### config.mk
export PLATFORM = sky130hd
export DESIGN_NAME = tsc_ctrl
export DESIGN_NICKNAME = d
export VERILOG_FILES = /design/src/verilog/tsc_pkg.sv /design/src/verilog/tsc_tx_if.sv /design/src/verilog/tsc_tx_shift.sv /design/src/verilog/tsc_ctrl.sv
export SDC_FILE = /design/constraint.sdc
export NUM_CORES = 1
export LEC_CHECK = 0
export ABC_AREA = 0
export BUFFER_PORTS_ARGS = -buffer_cell sky130_fd_sc_hd__buf_2
export CAP_MARGIN = 5
export CORE_UTILIZATION = 41
export DETAILED_ROUTE_END_ITERATION = 16
export GPL_TIMING_DRIVEN = 0
export PLACE_DENSITY = 0.59
export SYNTH_ARGS = -nofsm -noshare
export SYNTH_HDL_FRONTEND = slang
export SYNTH_SLANG_ARGS = --single-unit
### constraint.sdc
create_clock -name clk -period 8.2 [get_ports clk]
set_clock_uncertainty 0.15 [all_clocks]
set_input_delay 1.64 -clock clk [delete_from_list [all_inputs] [get_ports clk]]
set_output_delay 1.64 -clock clk [all_outputs]
set_load 0.01 [all_outputs]
### src/verilog/tsc_pkg.sv
/*
 * Constants for the terminal serial controller I/O block: command
 * decode, serial framing and timing.
 * Assumes one 250 MHz clock and synchronous command and line inputs.
 */
package tsc_pkg;
    // Command kinds seen on the I/O bus
    typedef enum logic [2:0]
    {
        TSC_KIND_SEL  = 3'h1,
        TSC_KIND_OUT  = 3'h2,
        TSC_KIND_IN   = 3'h3,
        TSC_KIND_AUTO = 3'h4
    } tsc_kind_e;

    localparam logic [2:0]  TSC_DEV_ADDR   = 3'h7;
    localparam logic [2:0]  TSC_FUNC_UNC   = 3'h0;
    localparam logic [2:0]  TSC_FUNC_COND  = 3'h1;
    localparam logic [2:0]  TSC_FUNC_MOTOR = 3'h7;
    localparam int          TSC_DATA_BITS  = 8;
    localparam logic [7:0]  TSC_ZERO_BYTE  = 8'h00;
    localparam logic [15:0] TSC_PTR_STEP   = 16'h0001;

    // Line timing: one bit time in cycles, from clock rate and baud
    localparam int          TSC_CLK_HZ     = 250_000_000;
    localparam int          TSC_BAUD_HZ    = 9600;
    localparam int          TSC_BIT_CYCLES = TSC_CLK_HZ / TSC_BAUD_HZ;
endpackage

### src/verilog/tsc_tx_if.sv
/*
 * Load handshake between the controller core and its transmit shifter.
 * Assumes both ends share one clock.
 */
`timescale 1ns/1ps
interface tsc_tx_if;
    logic       load;
    logic [7:0] data;
    logic       busy;
    modport core  (output load, output data, input busy);
    modport shift (input load, input data, output busy);
endinterface

### src/verilog/tsc_tx_shift.sv
/*
 * Transmit shifter: one start bit, eight data bits LSB first, one stop bit.
 * Assumes load arrives only while busy is low.
 */
`timescale 1ns/1ps
module tsc_tx_shift
    import tsc_pkg::*;
#(
    parameter int BIT_CYCLES = TSC_BIT_CYCLES
)
(
    // Clock and reset
    input  wire logic clk,
    input  wire logic rst,
    // Core side
    tsc_tx_if.shift   tx,
    // Line
    output logic      tx_line
);
    logic [9:0]  frame;
    logic [3:0]  bits_left;
    logic [15:0] tick;

    wire         bit_end = (tick == 16'(BIT_CYCLES - 1));

    // Busy only drops once the stop bit has fully left the line
    always_ff @(posedge clk or posedge rst)
    begin
        if (rst)
        begin
            frame     <= 10'h3ff;
            bits_left <= 4'h0;
            tick      <= 16'h0000;
            tx_line   <= 1'b1;
            tx.busy   <= 1'b0;
        end
        else if (tx.load)
        begin
            frame     <= {1'b1, tx.data, 1'b0};
            bits_left <= 4'ha;
            tick      <= 16'h0000;
            tx.busy   <= 1'b1;
        end
        else if (tx.busy)
        begin
            tx_line <= frame[0];
            tick    <= bit_end ? 16'h0000 : tick + 16'h0001;
            if (bit_end)
            begin
                frame     <= {1'b1, frame[9:1]};
                bits_left <= bits_left - 4'h1;
                tx.busy   <= (bits_left != 4'h1);
            end
        end
        else
        begin
            tx_line <= 1'b1;
        end
    end
endmodule // tsc_tx_shift

### src/verilog/tsc_ctrl.sv
/*
 * Programmed-I/O side of the terminal serial controller: command decode,
 * one output and one input buffer, motor and request-to-send control.
 * Assumes the processor repeats a refused conditional command itself.
 */
`timescale 1ns/1ps
module tsc_ctrl
    import tsc_pkg::*;
#(
    parameter int BIT_CYCLES = TSC_BIT_CYCLES
)
(
    // Clock and reset
    input  wire logic        clk,
    input  wire logic        rst,
    // Option strap: RS-232 interface fitted
    input  wire logic        rs232_fitted,
    // Processor command
    input  wire logic        cmd_valid,
    input  wire logic [2:0]  cmd_dev,
    input  wire tsc_kind_e   cmd_kind,
    input  wire logic [2:0]  cmd_func,
    input  wire logic        cmd_word,
    input  wire logic [15:0] cmd_wdata,
    input  wire logic [15:0] cmd_ptr,
    // Processor answer
    output logic             cmd_done,
    output logic             cmd_retry,
    output logic [15:0]      rd_data,
    output logic             rd_keep_high,
    output logic             mem_we,
    output logic [15:0]      mem_addr,
    output logic [15:0]      mem_wdata,
    // Terminal side
    output logic             tx_line,
    input  wire logic        rx_line,
    output logic             motor_on,
    output logic             rts,
    output logic             write_mode,
    output logic             out_empty,
    output logic             in_full
);
    tsc_tx_if txi ();

    logic       out_pend;
    logic [7:0] out_buf;
    logic [7:0] in_buf;

    // Command decode
    wire hit      = cmd_valid && (cmd_dev == TSC_DEV_ADDR);
    wire do_motor = hit && (cmd_kind == TSC_KIND_SEL) && (cmd_func == TSC_FUNC_MOTOR);
    wire do_out_u = hit && (cmd_kind == TSC_KIND_OUT) && (cmd_func == TSC_FUNC_UNC);
    wire do_out_c = hit && (cmd_kind == TSC_KIND_OUT) && (cmd_func == TSC_FUNC_COND);
    wire do_in_c  = hit && (cmd_kind == TSC_KIND_IN) && (cmd_func == TSC_FUNC_COND);
    wire do_auto  = hit && (cmd_kind == TSC_KIND_AUTO);

    // empty only when nothing pending or shifting
    wire buf_empty = !out_pend && !txi.busy;
    // conditional write needs an empty buffer
    wire wr_take   = do_out_u || (do_out_c && buf_empty);
    // conditional read needs a full buffer
    wire rd_take   = do_in_c && in_full;
    wire refuse    = (do_out_c && !buf_empty) || (do_in_c && !in_full);
    wire rx_done;
    wire [7:0] rx_byte;

    assign txi.load = out_pend && !txi.busy;
    assign txi.data = out_buf;

    always_ff @(posedge clk or posedge rst)
    begin
        if (rst)
        begin
            out_pend <= 1'b0;
            out_buf  <= TSC_ZERO_BYTE;
        end
        else if (wr_take)
        begin
            out_pend <= 1'b1;
            out_buf  <= cmd_wdata[7:0];
        end
        else if (txi.load)
        begin
            out_pend <= 1'b0;
        end
    end

    always_ff @(posedge clk or posedge rst)
    begin
        if (rst)
        begin
            motor_on   <= 1'b0;
            rts        <= 1'b0;
            write_mode <= 1'b0;
        end
        else if (do_motor)
        begin
            motor_on   <= 1'b0;
            rts        <= rs232_fitted;
            write_mode <= 1'b1;
        end
        else if (wr_take)
        begin
            motor_on <= !rs232_fitted;
        end
    end

    // Answers; refused commands are simply reissued by the processor
    always_ff @(posedge clk or posedge rst)
    begin
        if (rst)
        begin
            cmd_done     <= 1'b0;
            cmd_retry    <= 1'b0;
            rd_data      <= 16'h0000;
            rd_keep_high <= 1'b0;
            mem_we       <= 1'b0;
            mem_addr     <= 16'h0000;
            mem_wdata    <= 16'h0000;
        end
        else
        begin
            cmd_done  <= hit && !refuse;
            cmd_retry <= refuse;
            mem_we    <= do_auto;
            if (rd_take)
            begin
                // word form zeroes the high byte
                rd_data      <= {TSC_ZERO_BYTE, in_buf};
                rd_keep_high <= !cmd_word;
            end
            if (do_auto)
            begin
                // store at incremented pointer, high byte zero
                mem_addr  <= cmd_ptr + TSC_PTR_STEP;
                mem_wdata <= {TSC_ZERO_BYTE, in_buf};
            end
        end
    end

    // full on a whole character; a new character wins over a read
    always_ff @(posedge clk or posedge rst)
    begin
        if (rst)
        begin
            in_full <= 1'b0;
            in_buf  <= TSC_ZERO_BYTE;
        end
        else if (rx_done)
        begin
            in_full <= 1'b1;
            in_buf  <= rx_byte;
        end
        else if (rd_take || do_auto)
        begin
            in_full <= 1'b0;
        end
    end

    // Status flag as a flop so the output is registered
    always_ff @(posedge clk or posedge rst)
    begin
        if (rst)
            out_empty <= 1'b1;
        else
            out_empty <= !wr_take && buf_empty && !txi.load;
    end

    // Receiver: samples mid-bit, framing errors are not reported
    logic [15:0] rx_tick;
    logic [3:0]  rx_cnt;
    logic [7:0]  rx_sh;
    logic        rx_act;
    logic        rx_fin;
    wire         rx_mid = (rx_tick == 16'(BIT_CYCLES / 2));
    assign rx_done = rx_fin;
    assign rx_byte = rx_sh;

    always_ff @(posedge clk or posedge rst)
    begin
        if (rst)
        begin
            rx_tick <= 16'h0000;
            rx_cnt  <= 4'h0;
            rx_sh   <= TSC_ZERO_BYTE;
            rx_act  <= 1'b0;
            rx_fin  <= 1'b0;
        end
        else
        begin
            rx_fin <= 1'b0;
            if (!rx_act)
            begin
                rx_act  <= !rx_line;
                rx_tick <= 16'h0000;
                rx_cnt  <= 4'h0;
            end
            else
            begin
                rx_tick <= (rx_tick == 16'(BIT_CYCLES - 1)) ? 16'h0000 : rx_tick + 16'h0001;
                if (rx_mid)
                begin
                    rx_cnt <= rx_cnt + 4'h1;
                    if (rx_cnt >= 4'h1 && rx_cnt <= 4'h8)
                        rx_sh <= {rx_line, rx_sh[7:1]};
                    if (rx_cnt == 4'h9)
                    begin
                        rx_act <= 1'b0;
                        rx_fin <= 1'b1;
                    end
                end
            end
        end
    end

    tsc_tx_shift #(.BIT_CYCLES(BIT_CYCLES)) u_tx
    (
        .clk     (clk),
        .rst     (rst),
        .tx      (txi),
        .tx_line (tx_line)
    );

    // Checks
    motor_cmd_a: assert property (@(posedge clk) disable iff (rst)
        do_motor |=> !motor_on && write_mode) else $error("motor command ignored");
    rts_cmd_a: assert property (@(posedge clk) disable iff (rst)
        do_motor |=> rts == $past(rs232_fitted)) else $error("rts wrong");
    out_load_a: assert property (@(posedge clk) disable iff (rst)
        do_out_u |=> out_pend && out_buf == $past(cmd_wdata[7:0])) else $error("no load");
    cond_wr_a: assert property (@(posedge clk) disable iff (rst)
        (do_out_c && !buf_empty) |=> cmd_retry && !cmd_done) else $error("busy write taken");
    cond_rd_a: assert property (@(posedge clk) disable iff (rst)
        rd_take |=> rd_data[7:0] == $past(in_buf) && cmd_done) else $error("read bad");
    word_rd_a: assert property (@(posedge clk) disable iff (rst)
        (rd_take && cmd_word) |=> !rd_keep_high && rd_data[15:8] == 8'h00)
        else $error("high byte not zero");
    auto_in_a: assert property (@(posedge clk) disable iff (rst)
        do_auto |=> mem_we && mem_addr == $past(cmd_ptr) + 16'h0001
        && mem_wdata == {8'h00, $past(in_buf)}) else $error("auto input bad");
    rx_full_a: assert property (@(posedge clk) disable iff (rst)
        rx_done |=> in_full) else $error("full not set");
    tx_empty_a: assert property (@(posedge clk) disable iff (rst)
        wr_take |=> !out_empty) else $error("empty after load");
    motor_c: cover property (@(posedge clk) disable iff (rst) do_motor);
    retry_c: cover property (@(posedge clk) disable iff (rst) cmd_retry);
    rxtx_c: cover property (@(posedge clk) disable iff (rst) rx_done ##[1:50] rd_take);
endmodule // tsc_ctrl

==> metrics.cfg, run 1 <==
[timing]
drv_slew = 0
hold_viol_final = 0
finalSetupViolations = 0
fin_setup_tns_ps = 0
period_needed_ps = 3750
max_freq_mhz = 266
fin_crit_sh_pct = 45.8
rsz0062_at_grt = no
tightest_slew_ps = 1060
slew_headroom_pct = 28.4

[clocking]
htree_levels = 4
cts_sinks = 119
numCtsBuffers = 17
clockRootBuffer = clkbuf_16
cts_resized = 0
clockBufferDepth = 2
cts_tree = yes
cts.hold.buffers_added = 0
cts_setup_buffers = 0
clock_latency_ps = 410
path_clk_slew_ps = 50

[route]
dr_total_vias = 4248
routed_wl_um = 11900
wl_per_cell_um = 14.1
drc = 0
via_per_inst = 5.06
ant_nets = 0
drt_pass1_iterations = 5
drtIter0Drc = 169

[worst_setup_path]
cp_cell_sequence = buf_2 > nor4b_1 > nand4_1 > mux2_2
cp.required_ps = 8340
r2r_start = rx_tick[0]
r2r_setup_slack_ps = 5640
critPathLaunch = cmd_kind[2]
ff2ff_path_depth = 7
crit_path_end = rd_data[5]
slowest_stage = nor4b_1
start_kind = input pin
r2r_end = rx_tick[12]
arrival_ps = 3890
cp_slowest_stage_delay_ps = 910
cp-end-kind = flop
crit_type = input pin to flop
path_max_fanout = 10

[synthesis]
yosys.area.top_type = dfrtp_1
syn_inst = 537
synthFlopType = dfrtp_1
async_reset_ff_share_pct = 100
ys_types = 59
syn_area_per_cell_sq_um = 10.5
synth-edff-count = 0
seq_area_frac_synth_pct = 53.0
synth.top_cells.by_area = dfrtp_1 48%, mux2_2 6.8%, dfstp_2 5.1%
yosysWarnings = 0
synth_seq_cells = 119
syn-cell-area_sq_um = 5640
yosys.area.top_type_share_pct = 47.9

[hold_path]
hp-start = u_tx.frame[1]
worstHoldPathType = flop to flop

[floorplanning]
core-area_sq_um = 13300
die_h_um = 119
die_w_um = 119
core.rowCount = 42
initial_utilization_pct = 42.3
pin_count = 105
dieArea_sq_um = 14200

[global_route]
grt_max_degree = 65
antenna_found_initial = 0
grtUsageTotal_pct = 17.8
grt-ovfl-total = 0
grt_pass1_wl_um = 19900
grt_pass1_vias = 4184

[place]
hpwl_um = 8400
place_area_sq_um = 6350
gp_congestion = 0.860
io_buffers = 80
place_inst = 809

[pwr]
leakage_nw = 3.36
total_power_mw = 1.52
peakVddDrop_mv = 0.150
p_per_area_nw_per_um2 = 219

[job]
maxCapViolations = 0

[cells_and_area]
layout_commonest_cell = dfrtp_1
n_fill_cell = 1205
drive_gt1_share_pct = 29.4
multi_input_area_sq_um = 2410
layout_common_cells = 108 x dfrtp_1, 84 x buf_2, 71 x nand2_1, 38 x nor2_1, 34 x mux2_2
design_area_sq_um = 6970
n_antenna_cell = 0
instances_no_fill = 840
final_nets = 709
synthToLayoutAreaGrowth_pct = 23.6
seq_area_sq_um = 2990

[run_status]
outcome = finished clean

-- Yosys cell counts (4+ instances only) --
library cell and count:
nor3_1 11, mux2_2 34, buf_4 18, dfstp_2 11, o21ai_0 30, nor4_1 7
dfrtp_1 108, a21oi_1 13, mux2i_1 7, inv_1 22, nand3_1 16, a31oi_1 13
and4_1 5, nand2_1 71, a21o_1 4, nor2_1 38, clkbuf_1 11, nor2b_1 4
xnor2_1 17, xor2_1 11, o21ai_1 5, or3_1 5, buf_2 4, ha_1 10
nand4_1 15
-- critical path: cells and delay by family --
| kind | cells | cell delay [ps] |
|---|---|---|
| buffers and inverters | 1 | 120 |
| muxes | 1 | 500 |
| and+or+nand+nor | 2 | 1630 |
-- layout make-up --
cell class	instances	share of cell area, %
multi-input cells	376	34.5
clock buffers	22	6.80
repair buffers	81	6.14
well taps	176	3.16
inverters	22	1.26
flip-flops and latches	119	42.9
plain buffers	35	3.12
clock inverters	9	2.12
-- worst min-delay path by stage --
stage,end,cells after the start
final,u_tx.frame[0],2
after global routing,u_tx.frame[0],2
after CTS,u_tx.frame[0],2
after detailed placement,u_tx.frame[0],2
after global placement,u_tx.frame[0],2
after floorplan,u_tx.frame[0],2
-- where the power goes --
part           internal, mW  total [mW]  switching (mW)  leakage, nW
Sequential            0.613       0.632          0.0192         1.58
Clock                 0.528       0.776           0.248        0.306
Combinational        0.0496       0.116          0.0666         1.48
Total                  1.19        1.52           0.334         3.36
-- cells by family after synthesis --
group	count (synthesis)	synth area share, %
AO/OA/AOI/OAI	84	9.34
multiplexers	41	8.03
XOR/XNOR	28	4.35
other	1	0.0665
AND/OR/NAND/NOR	197	17.7
buffers and inverters	57	5.32
adder cells (fa/ha/maj)	10	2.22
flip-flops	119	53.0
-- flip-flops by register name, indices dropped and copies added (netlist names), 4 cells and up --
name and flops:
mem_wdata 8, mem_addr 16, rd_data 8, out_buf 8, rx_byte 8, in_buf 8, rx_tick 16, rx_cnt 4
u_tx.tick 16, u_tx.bits_left 4, u_tx.frame 9
-- metal layers --
metal	wire (um)	share of wire [%]	track usage, %	up-vias
li1	-	-	-	2079
met1	5350	45	23.0	2063
met2	5810	49	28.9	92
met3	534	4.5	4.45	14
met4	175	1.5	6.56	0
met5	0	0	0	-
-- stage by stage --
stage	setup slack, ps	hold slack (ps)	util, %
after floorplan	3270	289	-
after global placement	1910	303	47.3
after detailed placement	3980	305	47.6
after CTS	4410	314	52.2
after global routing	4300	332	52.2
final	4450	309	52.2
(Power assumes the default switching activity.)
==> inputs of run 2 (changes only) <==
ABC_AREA = 1   (was 0)
PLACE_DENSITY = 0.61   (was 0.59)
clock period = 3.35 ns   (was 8.2 ns; I/O delays follow)
==> metrics.cfg, run 2 <==
[synthesis]
syn_inst = 815
synth_common_cells = 277 x nand2_1, 108 x dfrtp_1, 94 x nor2_1, 81 x inv_1, 74 x nand3_1
syn_area_per_cell_sq_um = 7.66
yosys.area.top_type_share_pct = 43.3
ys_types = 38
yosysWarnings = 0
synth_seq_cells = 119
seq_area_frac_synth_pct = 47.9
yosys.area.top_type = dfrtp_1
async_reset_ff_share_pct = 100
synthFlopType = dfrtp_1
synth.top_cells.by_area = dfrtp_1 43%, nand2_1 17%, nand3_1 5.9%
synth-edff-count = 0
syn-cell-area_sq_um = 6240
synth.most_common_cell = nand2_1

[worst_setup_path]
r2r_setup_slack_ps = 1490
start_kind = flop
slowest_stage = dfstp_2
cp_slowest_stage_delay_ps = 520
path_depth = 1
path_max_fanout = 2
critPathBufInv = 1
cp-end-kind = output port
cp_cell_sequence = buf_2
r2r_end = u_tx.bits_left[0]
cp.required_ps = 2530
arrival_ps = 1060
critPathTopFamily = flip-flops
crit_type = flop to output port
ff2ff_path_depth = 12
r2r_start = u_tx.tick[0]

[clocking]
clock_latency_ps = 420
htree_levels = 4
cts_resized = 0
cts_sinks = 119
cts_setup_buffers = 0
clockRootBuffer = clkbuf_16
cts.hold.buffers_added = 0
numCtsBuffers = 17
path_clk_slew_ps = 60
clockBufferDepth = 2
cts_tree = yes

[floorplanning]
die_w_um = 125
pin_count = 105
core-area_sq_um = 14700
dieArea_sq_um = 15700
die_h_um = 125
core.rowCount = 44
initial_utilization_pct = 42.5

[place]
hpwl_um = 10600
io_buffers = 80
place_inst = 1097
place_area_sq_um = 6990
gp_congestion = 0.914

[pwr]
p_int_mw = 2.60
peakVddDrop_mv = 0.366
p_switching_mw = 0.864
p_per_area_nw_per_um2 = 458
clockPowerShare_pct = 51.0
p_seq_share_pct = 43.1
power_frac_comb_pct = 5.9
leakage_nw = 4.00
p_sw_share_pct = 25.0
total_power_mw = 3.46

[global_route]
antenna_found_initial = 0
grt-ovfl-total = 0
grt_pass1_wl_um = 24600
grt_pass1_vias = 4998
grt_max_degree = 38
grtUsageTotal_pct = 19.8

[timing]
fin_crit_sh_pct = 56.0
fin_setup_tns_ps = 0
slew_headroom_pct = 65.7
hold_viol_final = 0
finalSetupViolations = 0
period_needed_ps = 1880
tightest_slew_ps = 511
rsz0062_at_grt = no
drv_slew = 0
max_freq_mhz = 533

[job]
maxCapViolations = 0

[cells_and_area]
final_util_pct = 51.4
design_area_sq_um = 7560
synthToLayoutAreaGrowth_pct = 21.2
biggestRegsByFlops = mem_addr: 16 flops, rx_tick: 16 flops, u_tx.tick: 16 flops
drive_gt1_share_pct = 18.0
final_nets = 989
layout_commonest_cell = nand2_1
instances_no_fill = 1129
layout_common_cells = 277 x nand2_1, 108 x dfrtp_1, 94 x nor2_1, 87 x buf_2, 80 x inv_1
n_antenna_cell = 0

[hold_path]
worstHoldPathType = input pin to async pin

[run_status]
outcome = finished clean

[route]
via_per_inst = 4.75
wl_per_cell_um = 12.8
dr_total_vias = 5358
routed_wl_um = 14400
drc = 0
drt_pass1_iterations = 7
ant_nets = 0
drtIter0Drc = 439

[run 2: metrics by stage]
| step | setup WS (ps) | hold slack (ps) |
|---|---|---|
| after floorplan | 1080 | 292 |
| after detailed placement | 1240 | 299 |
| after CTS | 1450 | 41.8 |
| final | 1470 | 51.0 |
| after global placement | 187 | 300 |
| after global routing | 1310 | 51.2 |
[run 2: how the worst max path moves through the flow]
stage                         to         start
6_report                 tx_line  u_tx.tx_line
5_1_grt        u_tx.bits_left[0]  u_tx.tick[0]
4_1_cts                  tx_line  u_tx.tx_line
3_5_place_dp        mem_wdata[0]    cmd_dev[0]
3_3_place_gp        mem_addr[11]           rst
2_1_floorplan           cmd_done           rst
[run 2: final cells by class]
type,instances,area [sq um]
flip-flops and latches,119,2990
clock inverters,14,141
well taps,184,230
plain buffers,32,220
multi-input cells,595,2770
clock buffers,18,429
repair buffers,83,460
fillers,1430,7140
inverters,84,324
[run 2: logic make-up after synthesis]
| group | count (synthesis) | share of synthesized area, % |
|---|---|---|
| other | 1 | 0.0601 |
| flip-flops | 119 | 47.9 |
| XOR/XNOR | 19 | 2.67 |
| AO/OA/AOI/OAI | 55 | 4.97 |
| AND/OR/NAND/NOR | 495 | 33.7 |
| buffers and inverters | 116 | 8.66 |
| adder cells (fa/ha/maj) | 10 | 2.00 |
[run 2: power groups by stage]
stage	combinational (mW)	sequential, mW	clock (mW)
floorplan	0.0946	1.53	0
global placement	0.196	1.52	0
detailed placement	0.207	1.52	0
CTS	0.207	1.49	1.81
global route	0.229	1.50	1.88
finish	0.203	1.49	1.76
[run 2: metal layers]
layer	wire length (um)	global-route usage, %
met5	0	0
met4	150	5.95
met3	559	5.09
met2	6760	31.7
met1	6960	26.3
